`src/verilog/fsw_pkg.sv`:
```
`default_nettype none
// ==========================================================
// Feed sequence watchdog constants and types
package fsw_pkg;

  // ==========================================================
  // Register byte addresses
  localparam logic [31:0] FSW_MODE_ADDR = 32'he000_0000;
  localparam logic [31:0] FSW_RELOAD_ADDR = 32'he000_0004;
  localparam logic [31:0] FSW_FEED_ADDR = 32'he000_0008;
  localparam logic [31:0] FSW_VALUE_ADDR = 32'he000_000c;

  // ==========================================================
  // Mode register field positions
  localparam int FSW_EN_BIT = 0;
  localparam int FSW_RSTEN_BIT = 1;
  localparam int FSW_TOF_BIT = 2;
  localparam int FSW_INT_BIT = 3;

  // ==========================================================
  // Reset values and feed bytes
  localparam logic [31:0] FSW_RELOAD_RST = 32'h0000_00ff;
  localparam logic [31:0] FSW_RELOAD_MIN = 32'h0000_00ff;
  localparam logic [31:0] FSW_VALUE_RST = 32'h0000_00ff;
  localparam logic [7:0] FSW_FEED_FIRST = 8'h0aa;
  localparam logic [7:0] FSW_FEED_SECOND = 8'h055;

  // ==========================================================
  // Timing
  localparam int FSW_CLK_MHZ = 100;
  localparam int FSW_PRESCALE_DIV = 4;
  localparam logic [1:0] FSW_PRESCALE_LAST = 2'(FSW_PRESCALE_DIV - 1);

  // ==========================================================
  // Types
  typedef struct packed {
    logic [3:0] reserved;
    logic underflowIntFlag;
    logic timeoutOccurredFlag;
    logic chipResetEnable;
    logic watchdogEnable;
  } fsw_mode_t;

  localparam fsw_mode_t FSW_MODE_RST = '{default: 1'b0};

  typedef enum logic [0:0] {
    FSW_FEED_IDLE = 1'b0,
    FSW_FEED_ARMED = 1'b1
  } fsw_feed_state_t;

endpackage : fsw_pkg
`default_nettype wire

```
`src/verilog/fsw_feed_watchdog.sv`:
```
// Summary of operation
// [RULE1] Time-out flag clears only on external reset; watchdog reset leaves it set. The code also clears it on a mode write with bit 2 low.
// [RULE2] Interrupt flag is read-only; writes to its bit do nothing.
// [RULE3] Software writes no ones to mode bits 7:4; they read as zero.
// [RULE4] Each valid feed loads the reload constant into the down-counter. The code ignores a feed that lands in the same cycle as a trigger.
// [RULE5] Reload constant is 32-bit read/write, resets to 0xFF.
// [RULE6] Writes below 0xFF store 0xFF instead.
// [RULE7] Minimum interval is 256 steps of four clock periods.
// [RULE8] Valid feed is 0xAA then 0x55 written to the feed port.
// [RULE9] Enable alone does not start; a valid feed with enable set starts.
// [RULE10] Feed errors are ignored until the watchdog has started.
// [RULE11] After 0xAA, any access other than a 0x55 feed write triggers.
// [RULE12] Broken feed acts in the second clock cycle after the access.
// [RULE13] Value register returns full 32-bit count, resets to 0xFF.
// [RULE14] Disabled: no count; interrupt mode sets flag; reset mode resets chip.
// [RULE15] Enable bits are set-only; cleared by external reset or underflow. The code also clears them on a broken feed.
// [RULE16] Counter decrements once every four clock cycles.
// [RULE17] Time-out flag sets on every time-out and stays until cleared.
// [RULE18] Interrupt output follows the flag; any reset clears it.
`timescale 1ns/10ps
`default_nettype none

module fsw_feed_watchdog
  import fsw_pkg::*;
(
  input wire logic clock,
  input wire logic sys_rst,
  input wire logic psel,
  input wire logic penable,
  input wire logic pwrite,
  input wire logic [31:0] paddr,
  input wire logic [31:0] pwdata,
  output logic [31:0] prdata,
  output logic pready,
  output logic pslverr,
  output logic wdIrq,
  output logic wdChipReset
);

  // ==========================================================
  // Functions
  function automatic logic [31:0] clampReload(input logic [31:0] val);
    clampReload = (val < FSW_RELOAD_MIN) ? FSW_RELOAD_MIN : val;
  endfunction

  // Full 32-bit compare, so aliases of the registers are refused
  function automatic logic addrHit(input logic [31:0] addr, input logic [31:0] target);
    addrHit = (addr == target);
  endfunction

  // ==========================================================
  // State
  fsw_mode_t mode_r;
  fsw_mode_t mode_nxt;
  logic [31:0] reload_r;
  logic [31:0] reload_nxt;
  logic [31:0] count_r;
  logic [31:0] count_nxt;
  logic [1:0] prescale_r;
  logic [1:0] prescale_nxt;
  logic running_r;
  logic running_nxt;
  logic brokenFeed_r;
  fsw_feed_state_t feedState_r;
  fsw_feed_state_t feedState_nxt;
  logic pready_r;
  logic pslverr_r;
  logic [31:0] prdata_r;
  logic chipReset_r;

  // ==========================================================
  // Bus decode
  wire logic accessPhase = psel & penable;
  wire logic respond = accessPhase & ~pready_r;
  wire logic done = accessPhase & pready_r;
  wire logic hitMode = addrHit(paddr, FSW_MODE_ADDR);
  wire logic hitReload = addrHit(paddr, FSW_RELOAD_ADDR);
  wire logic hitFeed = addrHit(paddr, FSW_FEED_ADDR);
  wire logic hitValue = addrHit(paddr, FSW_VALUE_ADDR);
  wire logic hitAny = hitMode | hitReload | hitFeed | hitValue;
  wire logic wrMode = done & pwrite & hitMode;
  wire logic wrReload = done & pwrite & hitReload;
  wire logic wrFeed = done & pwrite & hitFeed;
  wire logic [7:0] feedByte = pwdata[7:0];

  // Unmapped addresses and writes to the value register are refused
  wire logic badAccess = ~hitAny | (pwrite & hitValue);

  wire logic [31:0] readMux =
    hitMode ? {24'h00_0000, 4'h0, mode_r.underflowIntFlag, mode_r.timeoutOccurredFlag,
               mode_r.chipResetEnable, mode_r.watchdogEnable} : // [RULE3]
    hitReload ? reload_r :
    hitValue ? count_r : // [RULE13]
    32'h0000_0000;

  // ==========================================================
  // Feed sequence
  wire logic feedFirst = wrFeed & (feedByte == FSW_FEED_FIRST);
  wire logic feedSecond = wrFeed & (feedByte == FSW_FEED_SECOND);
  wire logic armed = (feedState_r == FSW_FEED_ARMED);
  wire logic validFeed = armed & feedSecond; // [RULE8]
  // Any completed access in the space other than a 0x55 feed write breaks an armed sequence
  wire logic brokenAccess = armed & done & ~feedSecond; // [RULE11]

  always_comb begin
    feedState_nxt = feedState_r;
    unique case (feedState_r)
      FSW_FEED_IDLE: begin
        if (feedFirst) begin
          feedState_nxt = FSW_FEED_ARMED; // [RULE8]
        end
      end
      FSW_FEED_ARMED: begin
        if (done) begin
          feedState_nxt = FSW_FEED_IDLE;
        end
      end
    endcase
  end

  // ==========================================================
  // Counter and trigger
  wire logic tick = (prescale_r == FSW_PRESCALE_LAST); // [RULE16]
  wire logic countActive = running_r & mode_r.watchdogEnable; // [RULE14]
  wire logic underflow = countActive & tick & (count_r == 32'h0000_0000);
  // Error was registered one edge earlier, so action lands in cycle two
  wire logic trigger = underflow | brokenFeed_r; // [RULE12]
  wire logic chip_reset_enable_bit = trigger & mode_r.chipResetEnable; // [RULE14]
  wire logic wdInterrupt = trigger & ~mode_r.chipResetEnable;

  always_comb begin
    prescale_nxt = prescale_r + 2'd1;
    count_nxt = count_r;
    running_nxt = running_r;
    if (countActive & tick) begin
      count_nxt = count_r - 32'h0000_0001; // [RULE16]
    end
    if (validFeed) begin
      count_nxt = reload_r; // [RULE4] [RULE7]
      prescale_nxt = 2'd0;
      if (mode_r.watchdogEnable) begin
        running_nxt = 1'b1; // [RULE9]
      end
    end
    if (trigger) begin
      running_nxt = 1'b0;
      count_nxt = count_r;
    end
    if (chip_reset_enable_bit) begin
      count_nxt = FSW_VALUE_RST;
      prescale_nxt = 2'd0;
    end
  end

  // ==========================================================
  // Mode and reload registers
  always_comb begin
    mode_nxt = mode_r;
    reload_nxt = reload_r;
    mode_nxt.reserved = 4'h0;
    if (wrMode) begin
      mode_nxt.watchdogEnable = mode_r.watchdogEnable | pwdata[FSW_EN_BIT]; // [RULE15]
      mode_nxt.chipResetEnable = mode_r.chipResetEnable | pwdata[FSW_RSTEN_BIT]; // [RULE15]
      if (!pwdata[FSW_TOF_BIT]) begin
        mode_nxt.timeoutOccurredFlag = 1'b0; // [RULE17]
      end
      // Interrupt flag bit of the write is ignored [RULE2]
    end
    if (wrReload) begin
      reload_nxt = clampReload(pwdata); // [RULE6]
    end
    if (trigger) begin
      // Set wins over a clear in the same cycle
      mode_nxt.timeoutOccurredFlag = 1'b1; // [RULE17] [RULE1]
      mode_nxt.watchdogEnable = 1'b0; // [RULE15]
      mode_nxt.chipResetEnable = 1'b0; // [RULE15]
    end
    if (wdInterrupt) begin
      mode_nxt.underflowIntFlag = 1'b1; // [RULE14]
    end
    if (chip_reset_enable_bit) begin
      // Chip reset clears all but the time-out flag
      mode_nxt.underflowIntFlag = 1'b0; // [RULE18]
      reload_nxt = FSW_RELOAD_RST;
    end
  end

  // ==========================================================
  // Next values of the bus response and trigger flops
  wire logic brokenFeed_nxt = brokenAccess & running_r & ~trigger; // [RULE10] [RULE12]
  // One wait state: answer comes in the second access cycle
  wire logic pready_nxt = respond;
  wire logic pslverr_nxt = respond & badAccess;
  wire logic [31:0] prdata_nxt = (respond & ~pwrite) ? readMux : 32'h0000_0000;
  wire logic chipReset_nxt = chip_reset_enable_bit; // [RULE14]
  // Watchdog reset restarts the counter side; mode keeps only the time-out flag and reload returns to 0xFF
  wire logic counterClear = sys_rst | chip_reset_enable_bit;

  // ==========================================================
  // Registers reset only by sys_rst; a watchdog reset acts through their next values
  always_ff @(posedge clock) begin
    if (sys_rst) begin
      mode_r <= FSW_MODE_RST; // [RULE1]
    end else begin
      mode_r <= mode_nxt;
    end
  end

  always_ff @(posedge clock) begin
    if (sys_rst) begin
      reload_r <= FSW_RELOAD_RST; // [RULE5]
    end else begin
      reload_r <= reload_nxt;
    end
  end

  // ==========================================================
  // Counter side registers
  always_ff @(posedge clock) begin
    if (counterClear) begin
      count_r <= FSW_VALUE_RST; // [RULE13]
    end else begin
      count_r <= count_nxt;
    end
  end

  // Restarts on a feed so the first step is four full clocks
  always_ff @(posedge clock) begin
    if (counterClear) begin
      prescale_r <= 2'd0;
    end else begin
      prescale_r <= prescale_nxt;
    end
  end

  always_ff @(posedge clock) begin
    if (counterClear) begin
      running_r <= 1'b0;
    end else begin
      running_r <= running_nxt;
    end
  end

  always_ff @(posedge clock) begin
    if (counterClear) begin
      feedState_r <= FSW_FEED_IDLE;
    end else begin
      feedState_r <= feedState_nxt;
    end
  end

  always_ff @(posedge clock) begin
    if (counterClear) begin
      brokenFeed_r <= 1'b0;
    end else begin
      brokenFeed_r <= brokenFeed_nxt;
    end
  end

  // ==========================================================
  // Bus response registers
  always_ff @(posedge clock) begin
    if (sys_rst) begin
      pready_r <= 1'b0;
    end else begin
      pready_r <= pready_nxt;
    end
  end

  always_ff @(posedge clock) begin
    if (sys_rst) begin
      pslverr_r <= 1'b0;
    end else begin
      pslverr_r <= pslverr_nxt;
    end
  end

  // Zero outside the answer cycle, so stale data never shows
  always_ff @(posedge clock) begin
    if (sys_rst) begin
      prdata_r <= 32'h0000_0000;
    end else begin
      prdata_r <= prdata_nxt;
    end
  end

  // One cycle only: the trigger clears reset-enable at once
  always_ff @(posedge clock) begin
    if (sys_rst) begin
      chipReset_r <= 1'b0;
    end else begin
      chipReset_r <= chipReset_nxt;
    end
  end

  // ==========================================================
  // Outputs
  assign prdata = prdata_r;
  assign pready = pready_r;
  assign pslverr = pslverr_r;
  assign wdIrq = mode_r.underflowIntFlag; // [RULE18]
  assign wdChipReset = chipReset_r;

endmodule // fsw_feed_watchdog
`default_nettype wire

```
`config.mk`:
```
export PLATFORM = sky130hd
export DESIGN_NAME = fsw_feed_watchdog
export DESIGN_NICKNAME = d
export VERILOG_FILES = /design/src/verilog/fsw_pkg.sv /design/src/verilog/fsw_feed_watchdog.sv
export SDC_FILE = /design/constraint.sdc
export NUM_CORES = 1
export LEC_CHECK = 0
export BUFFER_PORTS_ARGS = -buffer_cell sky130_fd_sc_hd__buf_2
export CORE_UTILIZATION = 50
export CTS_CLUSTER_DIAMETER = 60
export DETAILED_ROUTE_END_ITERATION = 12
export PLACE_DENSITY = 0.74
export REMOVE_ABC_BUFFERS = 1
export SYNTH_ARGS = -nofsm -noshare
export SYNTH_HDL_FRONTEND = slang
export SYNTH_SLANG_ARGS = --single-unit
```
`constraint.sdc`:
```
create_clock -name clock -period 3.25 [get_ports clock]
set_input_delay 0.325 -clock clock [delete_from_list [all_inputs] [get_ports clock]]
set_output_delay 0.325 -clock clock [all_outputs]
set_load 0.02 [all_outputs]
```
# --- Word-level counts from Yosys, hierarchy flattened ---
# Index checks and enable logic that the tools add are counted.
word_totals:
  reg_bits: 108
  in_bits: 69
  out_inout_bits: 36
classes:
  addsub: 2
  order_cmp: 1
  n_eq_ne: 8
  muxes: 12
  bitwise: 38
  reduce_logical: 13
ops:
  columns: ["cell", "n"]
  rows:
  - ["2-to-1 mux 32 bit", 5]
  - ["equality test 32 bit (second input constant)", 4]
  - ["logical NOT 32 bit", 1]
  - ["< comparator 32 x 8 -> 1 bit (second input constant)", 1]
  - ["subtractor 32 x 1 -> 32 bit (second input constant)", 1]
  - ["AND 1 bit", 22]
  - ["OR reduction 2 bit", 5]
  - ["equality test 8 x 7 -> 1 bit (second input constant)", 1]
  - ["equality test 8 bit (second input constant)", 1]
  - ["inverter 1 bit", 8]
  - ["bitwise OR 1 bit", 8]
  - ["2-to-1 mux 3 bit", 2]
  - ["AND reduction 2 bit", 3]
  - ["OR reduction 3 bit", 2]
  - ["2-to-1 mux 4 bit", 1]
  - ["nonzero test 2 bit", 2]
  - ["2-to-1 mux 1 bit", 3]
  - ["adder 2 x 1 -> 2 bit (second input constant)", 1]
  - ["equality test 2 bit (second input constant)", 1]
  - ["inequality test 2 bit (second input constant)", 1]
  - ["case mux 1 bit (2 select lines)", 1]

# --- Logic depth before layout (Yosys ltp) ---
depth:
  ltp_word: 9
  ltp_mapped: 10
  depth_no_buf: 8

# --- Worst setup path after synthesis ---
# No wires, ideal clock.
synth_path:
  path_kind: "reg2reg"
  from: "register count_r[24]"
  to: "register count_r[27]"
  setup_time_ps: 132
  arrival_time_ps: 2350
  required_ps: 3118
  path_slack_ps: 768
  stages_incl_launch_ff: 9
  n_path_buf: 2
  period_less_slack_ps: 2482
  cell_sequence: "dfxtp_1 -> or4_4 -> or4_1 -> buf_2 -> o41ai_4 -> a21oi_1 -> buf_2 -> o211ai_1 -> o31ai_1"
synth_via:
  elab_chain_cells: 6
  word_cells_on_any_way: 11
synth_lines:
  columns: ["item", "line_no", "rtl"]
  rows:
  - ["start, declared", "fsw_feed_watchdog.sv:57", "logic [31:0] count_r;"]
  - ["start signal, assigned", "fsw_feed_watchdog.sv:223", "count_r <= count_nxt;"]
  - ["branches (longest 6 deep; another with subtractor 32 x 1 -> 32 bit)", null, null]
# Parallel ways; which one is timed is not known. The select of a mux whose other input is x is not followed.
# A chain may end at the register's enable or synchronous reset.

# --- Final worst setup path ---
layout_path:
  from: "register count_r[24]"
  to: "register count_r[1]"
layout_via:
  elab_chain_cells: 6
  word_cells_on_any_way: 8
layout_lines:
  columns: ["item", "line_no", "rtl"]
  rows:
  - ["logical NOT 32 bit *", "fsw_feed_watchdog.sv:125", "wire logic underflow = countActive & tick & (count_r == 32'h0000_0000);"]
  - ["AND 1 bit *", "fsw_feed_watchdog.sv:125", null]
  - ["bitwise OR 1 bit *", "fsw_feed_watchdog.sv:127", "wire logic trigger = underflow | brokenFeed_r;"]
  - ["AND 1 bit", "fsw_feed_watchdog.sv:128", "wire logic chip_reset_enable_bit = trigger & mode_r.chipResetEnable;"]
  - ["bitwise OR 1 bit", "fsw_feed_watchdog.sv:197", "wire logic counterClear = sys_rst | chip_reset_enable_bit;"]
  - ["OR reduction 2 bit (no source line)", null, null]
# Mark *: on every way between the ends. The rest lies on a longest branch, timed or not.

==> flow_summary.yaml <==
setup_path:
  worstReg2RegEnd: "count_r[1]"
  worst_setup_path_start_kind: "register"
  worstReg2RegStart: "count_r[24]"
  criticalPathCategory: "register to register"
  endpoint_kind: "register"
  arrival_ns: 3.07
  reg2reg_slack_ns: 0.42
  startpoint: "count_r[24]"
  reg2reg_depth: 7
  path_max_fanout: 13
  critPathCapture: "count_r[1]"
  required_ns: 3.49
yosys:
  syn_area_um2: 4960
  synth-seq-cells: 108
  ys_warn_count: 0
  yosysUniqueCellTypes: 51
  synthCells: 602
  synth_top_area_cell: "dfxtp_1"
  synth_edf_count: 0
  synth_ff_type: "dfxtp_1"
  yosysSeqAreaShare_pct: 43.6
  avgSynthCellArea_um2: 8.24
  async_flop_share_pct: 0
  synth_top_area_share_pct: 43.6
  yosys-top-cells-area: "dfxtp_1, nor2_1, o21ai_0"
clock_network:
  clock-sinks: 108
  clkTransAtPathRegs_ns: 0.12
  cts_resized: 0
  ctsLongestPathBuffers: 2
  h-tree-depth: 3
  postCtsSetupBuffers: 0
  clkLatencyLatePin_ns: 0.38
  cts_tree: "built"
  holdBufCountCts: 0
  cts_buffers: 9
  root_buffer: "clkbuf_8"
min_path:
  hp-class: "input pin to register"
  hp-start: "sys_rst"
cells_and_area:
  layout-drive-gt1-share_pct: 22.8
  nFillCells: 845
  nets: 767
  n_antenna_cell: 0
  syn2layout_area_growth_pct: 18.7
  final_util_pct: 62.5
  layoutNonFillerInstCount: 830
timing:
  worst_pin_slew_ns: 0.937
  hold_violations: 0
  relSlewSlack_pct: 37.5
  clock_skew_ns: 0.0140
  timing.final.max_slew_violations: 0
  setup_viol: 0
  fin_crit_sh_pct: 87.1
  rsz0062_at_grt: "false"
  max_freq_ghz: 0.353
  period_needed_ns: 2.83
global_routing:
  grt_start_max_net_pins: 64
  antenna_found_initial: 0
  grt_pass1_wl_um: 23900
  grt_util_all_layers_pct: 29.8
  grt_pass1_vias: 4745
  overflow: 0
power_and_ir_drop:
  sw_frac_of_total_pct: 24.4
  power_density_nw_per_um2: 393
  p_comb_share_pct: 4.4
  power.static_leakage_nw: 2.26
  p_switching_uw: 564
  irDropWorstVdd_uv: 272
  clock_power_share_pct: 38.2
  pwr-share-seq_pct: 57.4
  power_mw: 2.31
  p_int_mw: 1.75
die:
  die_w_um: 102
  dieArea_um2: 10300
  rows: 35
  num_io_pins: 105
  initial_core_util_pct: 52.7
  core_um2: 9420
  die_y_um: 102
run:
  cap_violations: 0
routing:
  num_vias: 4920
  initialDrtViolationCount: 276
  drc: 0
  drt_pass1_iterations: 4
  ant_nets: 0
  wl_per_cell_um: 17.3
  viasPerCell: 5.93
  finalWirelength_um: 14400
placement:
  place_inst: 814
  gp_congestion: 0.929
  hpwl_um: 10400
  port_buffers: 104
outcome:
  status: "complete, no violations"
-- cells by family (layout without fill, tap and decap cells) --
group                    Yosys count  in the layout  share of synthesized area, %
AO/OA/AOI/OAI                    166            166                          20.6
buffers and inverters             46            145                          4.14
AND/OR/NAND/NOR                  252            252                          25.3
adder cells (fa/ha/maj)            2              2                         0.505
flip-flops                       108            108                          43.6
multiplexers                      28             28                          5.88
-- cells in the final DEF, fill, tap and decap left out, types with 16 or more instances in the layout --
master   count
nand3_1     16
nand2_1     31
a22oi_1     34
mux2i_1     19
dfxtp_1    108
nor3_1      33
nor2_1      90
nor4_1      25
a21oi_1     49
o21ai_0     53
buf_4       17
buf_2      104
-- worst max-delay path, stage by stage (launching register included) --
cell and delay (ns):
dfxtp_1 0.40, or4_4 0.60, or4_1 0.57, o41ai_4 0.33, buf_4 0.27, a21oi_1 0.21, o211ai_1 0.21, o211ai_1 0.11
-- registers in the layout (all words and copies together), names as in the netlist --
signal / flops
brokenFeed_r: 1
mode_r: 3
armed: 1
pslverr: 1
count_r: 32
prescale_r: 2
prdata: 32
reload_r: 32
wdIrq: 1
wdChipReset: 1
pready: 1
running_r: 1
-- per-layer routing --
metal	wire length (um)	up-vias	global-route usage, %	share of wire (%)
met5	0	-	0	0
met4	274	0	9.25	1.9
met3	1030	22	6.63	7.2
met2	6770	198	49.4	47
met1	6300	2304	38.6	44
li1	-	2396	-	-
-- worst min path at each step --
stage / end / slack (ns) / cells after the start
2_1_floorplan: mode_r[2] / 0.39 / 1
3_3_place_gp: prescale_r[0] / 0.42 / 1
3_5_place_dp: prescale_r[0] / 0.42 / 1
4_1_cts: mode_r[2] / 0.15 / 2
5_1_grt: mode_r[2] / 0.15 / 2
6_report: mode_r[2] / 0.16 / 2
-- cell type report --
class | instances | area [um^2] | share of cell area (%)
Clock buffer | 9 | 124 | 2.10
Clock inverter | 7 | 95.1 | 1.62
Inverter | 5 | 18.8 | 0.319
Multi-Input combinational cell | 448 | 2620 | 44.5
Sequential cell | 108 | 2160 | 36.7
Tap cell | 129 | 161 | 2.74
Timing Repair Buffer | 124 | 708 | 12.0
-- cells in the mapped netlist (11+ instances only) --
cell type and n:
a22oi_1 34, mux2i_1 19, nand3_1 16, nand2_1 31, o21ai_0 53, dfxtp_1 108, and2_1 11, nand4_1 11
clkbuf_1 27, a21oi_1 49, nor4_1 25, nor3_1 33, nor2_1 90
-- per-stage QoR --
step	TNS [ns]	hold slack, ns	setup WS [ns]	area [um^2]
after floorplan	-140.04	0.394	-3.24	4770
after global placement	0	0.419	0.519	5670
after detailed placement	0	0.420	0.466	5670
after CTS	0	0.149	0.461	5890
after global routing	0	0.152	0.250	5890
final	0	0.159	0.418	5890
-- power groups by stage --
| stage | Combinational (mW) | Sequential [mW] | Clock (mW) |
|---|---|---|---|
| after floorplan | 0.0270 | 1.36 | 0 |
| after global placement | 0.100 | 1.36 | 0 |
| after detailed placement | 0.102 | 1.36 | 0 |
| after CTS | 0.102 | 1.33 | 0.904 |
| after global routing | 0.113 | 1.33 | 0.957 |
| final | 0.103 | 1.33 | 0.883 |
Power figures use the tool's default switching activity.
